<file path="src/tap_pkg.sv">
// shared constants and types for the test and emulation access port
package tap_pkg;
  localparam int IR_LEN = 4;
  localparam logic [3:0] IR_RESET = 4'h1;
  localparam logic [3:0] IR_CAPTURE = 4'h1;
  localparam logic [3:0] IR_BYPASS = 4'hF;
  localparam logic [3:0] IR_EMUCTL = 4'h2;
  localparam int EMUCTL_LEN = 2;
  localparam logic [1:0] EMUCTL_RESET = 2'h0;

  typedef enum logic [3:0] {
    TEST_LOGIC_RESET, RUN_TEST_IDLE, SELECT_DR, CAPTURE_DR, SHIFT_DR, EXIT1_DR, PAUSE_DR, EXIT2_DR,
    UPDATE_DR, SELECT_IR, CAPTURE_IR, SHIFT_IR, EXIT1_IR, PAUSE_IR, EXIT2_IR, UPDATE_IR
  } tap_state_t;

  typedef struct packed {
    logic tck;
    logic tms;
    logic tdi;
    logic trst;
  } jtag_in_t;

  typedef struct packed {
    logic o;
    logic oe;
  } pin_drive_t;
endpackage : tap_pkg

</file>
<file path="src/sync2.sv">
// two-flop synchroniser for a group of pin inputs
`timescale 1ns/100ps
module sync2 #(
  parameter int W = 1
) (
  input wire logic mclk,
  input wire logic rst,
  input wire logic [W-1:0] d,
  output logic [W-1:0] q
);
  logic [W-1:0] meta;
  logic [W-1:0] next_meta;
  logic [W-1:0] next_q;

  always_comb begin
    next_meta = rst ? '0 : d;
    next_q = rst ? '0 : meta;
  end

  always_ff @(posedge mclk) begin
    meta <= next_meta;
    q <= next_q;
  end
endmodule : sync2

</file>
<file path="src/jtag_emulation_test_port.sv">
// scan access port: tap controller, instruction and data paths, emulator pins and output disable
`timescale 1ns/100ps
module jtag_emulation_test_port (
  input wire logic mclk,
  input wire logic rst,
  input wire tap_pkg::jtag_in_t jtag_in,
  input wire logic emulator_event_pin_zero_in,
  input wire logic emulator_event_pin_one_in,
  input wire logic [1:0] emu_event_out,
  output logic tdo_o,
  output logic tdo_oe,
  output logic emulator_event_pin_zero_o,
  output logic emulator_event_pin_zero_oe,
  output logic emulator_event_pin_one_o,
  output logic emulator_event_pin_one_oe,
  output logic [1:0] emu_event_in,
  output logic outputs_off,
  output logic scan_active
);
  tap_pkg::jtag_in_t js;
  logic e0s;
  logic e1s;
  sync2 #(.W(6)) u_sync (
    .mclk(mclk),
    .rst(rst),
    .d({jtag_in, emulator_event_pin_zero_in, emulator_event_pin_one_in}),
    .q({js, e0s, e1s})
  );

  logic tck_d;
  logic next_tck_d;
  logic tck_rise;
  logic tck_fall;
  assign tck_rise = js.tck & ~tck_d;
  assign tck_fall = ~js.tck & tck_d;

  tap_pkg::tap_state_t state;
  tap_pkg::tap_state_t next_state;
  logic [tap_pkg::IR_LEN-1:0] ir_sh;
  logic [tap_pkg::IR_LEN-1:0] ir;
  logic [tap_pkg::EMUCTL_LEN-1:0] ctl_sh;
  logic [tap_pkg::EMUCTL_LEN-1:0] emu_dir;
  logic byp;
  logic [tap_pkg::IR_LEN-1:0] next_ir_sh;
  logic [tap_pkg::IR_LEN-1:0] next_ir;
  logic [tap_pkg::EMUCTL_LEN-1:0] next_ctl_sh;
  logic [tap_pkg::EMUCTL_LEN-1:0] next_emu_dir;
  logic next_byp;
  logic tdo;
  logic tdo_en;
  logic next_tdo;
  logic next_tdo_en;
  logic [1:0] next_emu_event_in;
  logic next_outputs_off;
  logic next_scan_active;
  logic next_e0_o;
  logic next_e0_oe;
  logic next_e1_o;
  logic next_e1_oe;

  function automatic tap_pkg::tap_state_t tap_step(input tap_pkg::tap_state_t s, input logic tms);
    unique case (s)
      tap_pkg::TEST_LOGIC_RESET: tap_step = tms ? tap_pkg::TEST_LOGIC_RESET : tap_pkg::RUN_TEST_IDLE;
      tap_pkg::RUN_TEST_IDLE: tap_step = tms ? tap_pkg::SELECT_DR : tap_pkg::RUN_TEST_IDLE;
      tap_pkg::SELECT_DR: tap_step = tms ? tap_pkg::SELECT_IR : tap_pkg::CAPTURE_DR;
      tap_pkg::CAPTURE_DR: tap_step = tms ? tap_pkg::EXIT1_DR : tap_pkg::SHIFT_DR;
      tap_pkg::SHIFT_DR: tap_step = tms ? tap_pkg::EXIT1_DR : tap_pkg::SHIFT_DR;
      tap_pkg::EXIT1_DR: tap_step = tms ? tap_pkg::UPDATE_DR : tap_pkg::PAUSE_DR;
      tap_pkg::PAUSE_DR: tap_step = tms ? tap_pkg::EXIT2_DR : tap_pkg::PAUSE_DR;
      tap_pkg::EXIT2_DR: tap_step = tms ? tap_pkg::UPDATE_DR : tap_pkg::SHIFT_DR;
      tap_pkg::UPDATE_DR: tap_step = tms ? tap_pkg::SELECT_DR : tap_pkg::RUN_TEST_IDLE;
      tap_pkg::SELECT_IR: tap_step = tms ? tap_pkg::TEST_LOGIC_RESET : tap_pkg::CAPTURE_IR;
      tap_pkg::CAPTURE_IR: tap_step = tms ? tap_pkg::EXIT1_IR : tap_pkg::SHIFT_IR;
      tap_pkg::SHIFT_IR: tap_step = tms ? tap_pkg::EXIT1_IR : tap_pkg::SHIFT_IR;
      tap_pkg::EXIT1_IR: tap_step = tms ? tap_pkg::UPDATE_IR : tap_pkg::PAUSE_IR;
      tap_pkg::PAUSE_IR: tap_step = tms ? tap_pkg::EXIT2_IR : tap_pkg::PAUSE_IR;
      tap_pkg::EXIT2_IR: tap_step = tms ? tap_pkg::UPDATE_IR : tap_pkg::SHIFT_IR;
      tap_pkg::UPDATE_IR: tap_step = tms ? tap_pkg::SELECT_DR : tap_pkg::RUN_TEST_IDLE;
    endcase
  endfunction : tap_step

  // tap and scan registers
  always_comb begin
    next_tck_d = js.tck;
    next_state = state;
    next_ir_sh = ir_sh;
    next_ir = ir;
    next_ctl_sh = ctl_sh;
    next_emu_dir = emu_dir;
    next_byp = byp;
    next_tdo = tdo;
    next_tdo_en = tdo_en;
    if (!js.trst) begin
      // held in reset, so test clock activity cannot disturb functional mode
      next_state = tap_pkg::TEST_LOGIC_RESET;
      next_ir = tap_pkg::IR_RESET;
      next_emu_dir = tap_pkg::EMUCTL_RESET;
      next_tdo_en = 1'b0;
    end else begin
      if (tck_rise) begin
        next_state = tap_step(state, js.tms);
        unique case (state)
          tap_pkg::TEST_LOGIC_RESET: begin
            next_ir = tap_pkg::IR_RESET;
            next_emu_dir = tap_pkg::EMUCTL_RESET;
          end
          tap_pkg::CAPTURE_IR: next_ir_sh = tap_pkg::IR_CAPTURE;
          tap_pkg::SHIFT_IR: next_ir_sh = {js.tdi, ir_sh[tap_pkg::IR_LEN-1:1]};
          tap_pkg::UPDATE_IR: next_ir = ir_sh;
          tap_pkg::CAPTURE_DR: begin
            next_byp = 1'b0;
            next_ctl_sh = emu_dir;
          end
          tap_pkg::SHIFT_DR: begin
            if (ir == tap_pkg::IR_EMUCTL) begin
              next_ctl_sh = {js.tdi, ctl_sh[tap_pkg::EMUCTL_LEN-1:1]};
            end else begin
              next_byp = js.tdi;
            end
          end
          tap_pkg::UPDATE_DR: begin
            if (ir == tap_pkg::IR_EMUCTL) begin
              next_emu_dir = ctl_sh;
            end
          end
          default: begin
          end
        endcase
      end
      if (tck_fall) begin
        // enable follows the shift states only, so the pin floats outside a scan
        next_tdo_en = (state == tap_pkg::SHIFT_IR) || (state == tap_pkg::SHIFT_DR);
        if (state == tap_pkg::SHIFT_IR) begin
          next_tdo = ir_sh[0];
        end else if (ir == tap_pkg::IR_EMUCTL) begin
          next_tdo = ctl_sh[0];
        end else begin
          next_tdo = byp;
        end
      end
    end
    if (rst) begin
      next_tck_d = 1'b0;
      next_state = tap_pkg::TEST_LOGIC_RESET;
      next_ir_sh = tap_pkg::IR_RESET;
      next_ir = tap_pkg::IR_RESET;
      next_ctl_sh = tap_pkg::EMUCTL_RESET;
      next_emu_dir = tap_pkg::EMUCTL_RESET;
      next_byp = 1'b0;
      next_tdo = 1'b0;
      next_tdo_en = 1'b0;
    end
  end

  always_ff @(posedge mclk) begin
    tck_d <= next_tck_d;
    state <= next_state;
    ir_sh <= next_ir_sh;
    ir <= next_ir;
    ctl_sh <= next_ctl_sh;
    emu_dir <= next_emu_dir;
    byp <= next_byp;
    tdo <= next_tdo;
    tdo_en <= next_tdo_en;
  end

  // pin drivers; every output is registered
  always_comb begin
    next_outputs_off = ~js.trst & e0s & ~e1s;
    next_scan_active = js.trst;
    next_emu_event_in = 2'h0;
    next_e0_o = 1'b0;
    next_e0_oe = 1'b0;
    next_e1_o = 1'b0;
    next_e1_oe = 1'b0;
    if (js.trst) begin
      // direction bit 1 drives the pin as an event output, 0 listens to the emulator
      next_e0_oe = emu_dir[0];
      next_e0_o = emu_event_out[0];
      next_e1_oe = emu_dir[1];
      next_e1_o = emu_event_out[1];
      next_emu_event_in = {emu_dir[1] ? 1'b0 : e1s, emu_dir[0] ? 1'b0 : e0s};
    end
    if (next_outputs_off) begin
      next_e0_oe = 1'b0;
      next_e1_oe = 1'b0;
    end
    if (rst) begin
      next_outputs_off = 1'b0;
      next_scan_active = 1'b0;
      next_emu_event_in = 2'h0;
      next_e0_oe = 1'b0;
      next_e1_oe = 1'b0;
      next_e0_o = 1'b0;
      next_e1_o = 1'b0;
    end
  end

  always_ff @(posedge mclk) begin
    outputs_off <= next_outputs_off;
    scan_active <= next_scan_active;
    emu_event_in <= next_emu_event_in;
    emulator_event_pin_zero_o <= next_e0_o;
    emulator_event_pin_zero_oe <= next_e0_oe;
    emulator_event_pin_one_o <= next_e1_o;
    emulator_event_pin_one_oe <= next_e1_oe;
    tdo_o <= tdo;
    // next value, so data out lets go on the same edge as the emulator pins
    tdo_oe <= tdo_en & ~next_outputs_off;
  end
endmodule : jtag_emulation_test_port

</file>
<file path="config.mk">
export PLATFORM = sky130hd
export DESIGN_NAME = jtag_emulation_test_port
export DESIGN_NICKNAME = d
export VERILOG_FILES = /design/src/tap_pkg.sv /design/src/sync2.sv /design/src/jtag_emulation_test_port.sv
export SDC_FILE = /design/constraint.sdc
export NUM_CORES = 1
export LEC_CHECK = 0
export BUFFER_PORTS_ARGS = -buffer_cell sky130_fd_sc_hd__buf_2
export CORE_ASPECT_RATIO = 1.1
export CORE_MARGIN = 3
export CORE_UTILIZATION = 52
export CTS_CLUSTER_SIZE = 40
export DETAILED_ROUTE_END_ITERATION = 16
export MAX_ROUTING_LAYER = met4
export PLACE_DENSITY = 0.69
export SYNTH_ARGS = -nofsm -noshare
export SYNTH_HDL_FRONTEND = slang
export SYNTH_SLANG_ARGS = --single-unit
</file>
<file path="constraint.sdc">
create_clock -name mclk -period 1.5 [get_ports mclk]
set_clock_uncertainty 0.05 [all_clocks]
set_input_delay 0.225 -clock mclk [delete_from_list [all_inputs] [get_ports mclk]]
set_output_delay 0.225 -clock mclk [all_outputs]
set_load 0.03 [all_outputs]
</file>
==> flow_summary_export.csv <==
group,metric,value,unit
logic_synthesis,syn_area,0.00172,mm²
timing,hold_viol,0,
timing,final.min_clock_period,1.47,ns
logic_synthesis,syn_nets,191,
logic_synthesis,netlist_top_cells_area,"dfxtp_1 (49%), nor2b_1 (7.3%), o21ai_0 (2.9%)",
die,ios,20,
finish,drive_gt1_frac,0.294,
detailed_routing,dr.pass1.iters,4,
detailed_routing,wirelength,3.40,mm
grt,grt_pass1_wl,5.71,mm
detailed_routing,wire_per_inst,13.9,µm
finish,seq_area,846,µm²
power,p_leak,0.810,nW
logic_synthesis,seq_area_frac_synth,0.489,
finish,diodes,0,
logic_synthesis,synth_mux_area_frac,0.0116,
power,clkPwrFrac,0.327,
logic_synthesis,ys_ff_latch,42,
logic_synthesis,avgSynthCellArea,9.50,µm²
clock_network,cts-buffers-inserted,5,
die,die-area,0.00404,mm²
detailed_routing,routed_via_density,5.77,
timing,relSlewSlack,0.768,
finish,synthToLayoutAreaGrowth,15.9,%
logic_synthesis,synth_common_cells,"dfxtp_1 (42), nor2b_1 (20), nand2_1 (10), o21ai_0 (10), a21oi_1 (9)",
timing,fin_ws,0.0285,ns
timing,max_freq,0.680,GHz
timing,whs,0.00572,ns
grt,grt_pass1_vias,1303,
finish,finish.utilization,0.643,
grt,antenna_found_initial,0,
die,die_x,60.8,µm
clock_network,path_clk_slew,0.13,ns
hold_path,hp-class,"input pin to flip-flop",
grt,grt_max_degree,27,
logic_synthesis,yosysTopAreaCell,"dfxtp_1",
clock_network,h-tree-depth,2,
setup_path,critPathLaunch,"ir[3]$_SDFFE_PP0P_",
detailed_routing,drc,0,
die,die_h,66.3,µm
detailed_routing,dr_total_vias,1414,
logic_synthesis,synth-xor-area-share,0.00509,
placement,place_hpwl,2.46,mm
logic_synthesis,synthDistinctLibCells,49,
power,internal_power,1.39,mW
logic_synthesis,yosys.area_share.adder,0,
logic_synthesis,synth_compound_area_frac,0.181,
hold_path,whs_path_depth,2,
clock_network,cts_root_buf,"clkbuf_4",
setup_path,crit_type,"flip-flop to flip-flop",
setup_path,crit_fanout,3,
logic_synthesis,synth_ff_type,"dfxtp_1",
placement,place.gp.congestion,0.854,
setup_path,reg2reg_slack,0.03,ns
logic_synthesis,yosysWarnings,0,
setup_path,critPathCaptureType,"flip-flop",
grt,overflow,0,
clock_network,hold_buffers,0,
run_status,status,"finished, final reports clean",
timing,period_share,0.981,
logic_synthesis,synth-edff-count,0,
logic_synthesis,synth_top_cell_area_share,0.489,
clock_network,cts_tree,"built",
setup_path,cp-start-kind,"flip-flop",
logic_synthesis,synthArstFlopShare,0,
power,p_per_area,907,mW/mm²
job,drv_cap,0,
power,p_sw,0.415,mW
timing,tightest_slew,0.348,ns
clock_network,clk_path_buf_depth,2,
timing,rsz0062_at_grt,"true",
die,initial_core_util,0.555,
clock_network,insertion_delay,0.36,ns
power,switching_share,0.229,
logic_synthesis,synthCells,181,
die,fp-row-count,21,
setup_path,worstReg2RegStart,"ir[3]$_SDFFE_PP0P_",
logic_synthesis,synth_top_family_by_area,"simple AND/OR/NAND/NOR gates",
setup_path,worstPathRequired,1.71,ns
power,power_frac_comb,0.041,
finish,nFillCells,281,
logic_synthesis,yosys.area_share.simple,0.252,
placement,dpl_worst_slack,-0.00737,ns
power,ir_worst_vdd,0.665,mV
timing,slew_violations,0,
hold_path,hp-start,"emu_event_out[1]",
finish,multiInputGateArea,796,µm²
placement,portBuffers,19,
power,p_seq_frac,0.632,
timing,finalSetupViolations,0,
detailed_routing,drtIter0Drc,73,
logic_synthesis,yosysMostFrequentCell,"dfxtp_1",
setup_path,worstPathArrival,1.68,ns
clock_network,clock_sinks,42,
setup_path,rr_worst_depth,4,
finish,nets,220,
die,core,0.00310,mm²
grt,grtUsageTotal,0.198,
detailed_routing,ant_nets,0,
[timing repair]
item,4_1_cts,5_1_grt
resized for setup,2,10
setup buffers,0,0
cloned,0,0
endpoints found under the setup margin,2,15
[sequential cells by signal, summed over array words and instances (netlist names)]
register and flops:
ctl_sh 2, emu_event_in 2, tck_d 1, byp 1
emulator_event_pin_one_o 1, outputs_off 1, scan_active 1, emu_dir 2
tdo_o 1, emulator_event_pin_zero_oe 1, emulator_event_pin_one_oe 1, u_sync.q 6
tdo_oe 1, ir_sh 4, tdo_en 1, tdo 1
u_sync.meta 6, emulator_event_pin_zero_o 1, ir 4, state 4
[cell type report]
cell class	count	share of cell area
inverters	8	0.0151
multi-input cells	118	0.399
clock buffers	6	0.0257
clock inverters	2	0.00628
repair buffers	35	0.108
well taps	34	0.0213
flip-flops and latches	42	0.424
[cells by family after synthesis]
| family | after synthesis |
|---|---|
| mux | 2 |
| simple gates | 71 |
| compound gates | 44 |
| flops | 42 |
| xor+xnor | 1 |
| buf+inv | 21 |
[metal layers]
layer,vias to the layer above,share of wire,track usage
met1,675,0.45,0.236
met2,32,0.49,0.305
li1,700,-,-
met4,0,0.020,0.100
met3,7,0.045,0.0488
met5,-,0,-
[power groups by stage]
stage	combinational (mW)	clock, mW	sequential, mW
5_1_grt	0.0834	0.657	1.15
4_1_cts	0.0734	0.607	1.14
2_1_floorplan	0.0441	0	1.17
3_3_place_gp	0.0704	0	1.17
3_5_place_dp	0.0730	0	1.17
6_report	0.0746	0.591	1.14
[critical path, cell delays in order (launching register included)]
cell and delay, ns:
dfxtp_2 0.35, or4b_4 0.55, and2_4 0.18, a211oi_2 0.16, o21ai_1 0.09
[metrics by stage]
step	cells	power [mW]	instance area, µm²	setup TNS, ns
2_1_floorplan	181	1.21	1720	0
3_3_place_gp	237	1.24	1900	0
3_5_place_dp	237	1.24	1900	-0.00737
4_1_cts	245	1.82	1970	0
5_1_grt	245	1.89	1990	-0.109
6_report	245	1.81	1990	0
[final timing paths]
path | to
max | tdo$_SDFFE_PP0P_
max reg2reg | tdo$_SDFFE_PP0P_
min | emulator_event_pin_one_o$_SDFF_PP0_
min reg2reg | tdo_o$_DFF_P_
[cell usage in the layout (no fill, tap or decap), types with 2 or more instances in the layout]
| master | n |
|---|---|
| buf_2 | 19 |
| nor3b_1 | 4 |
| and3_1 | 3 |
| and2_1 | 2 |
| nor3_1 | 6 |
| nor2b_1 | 19 |
| mux2i_1 | 2 |
| nand2b_1 | 3 |
| nand4_1 | 4 |
| inv_2 | 2 |
| o41ai_1 | 3 |
| a21oi_1 | 8 |
| o21ai_0 | 10 |
| nand3_1 | 4 |
| nor2_1 | 3 |
| nand2_1 | 10 |
| buf_4 | 16 |
| a22o_1 | 2 |
| clkbuf_4 | 5 |
| inv_1 | 6 |
| o2111a_1 | 2 |
| dfxtp_2 | 4 |
| a31oi_1 | 4 |
| dfxtp_1 | 38 |
| a22oi_1 | 2 |
Note: power is estimated with default switching activity, not from simulation.
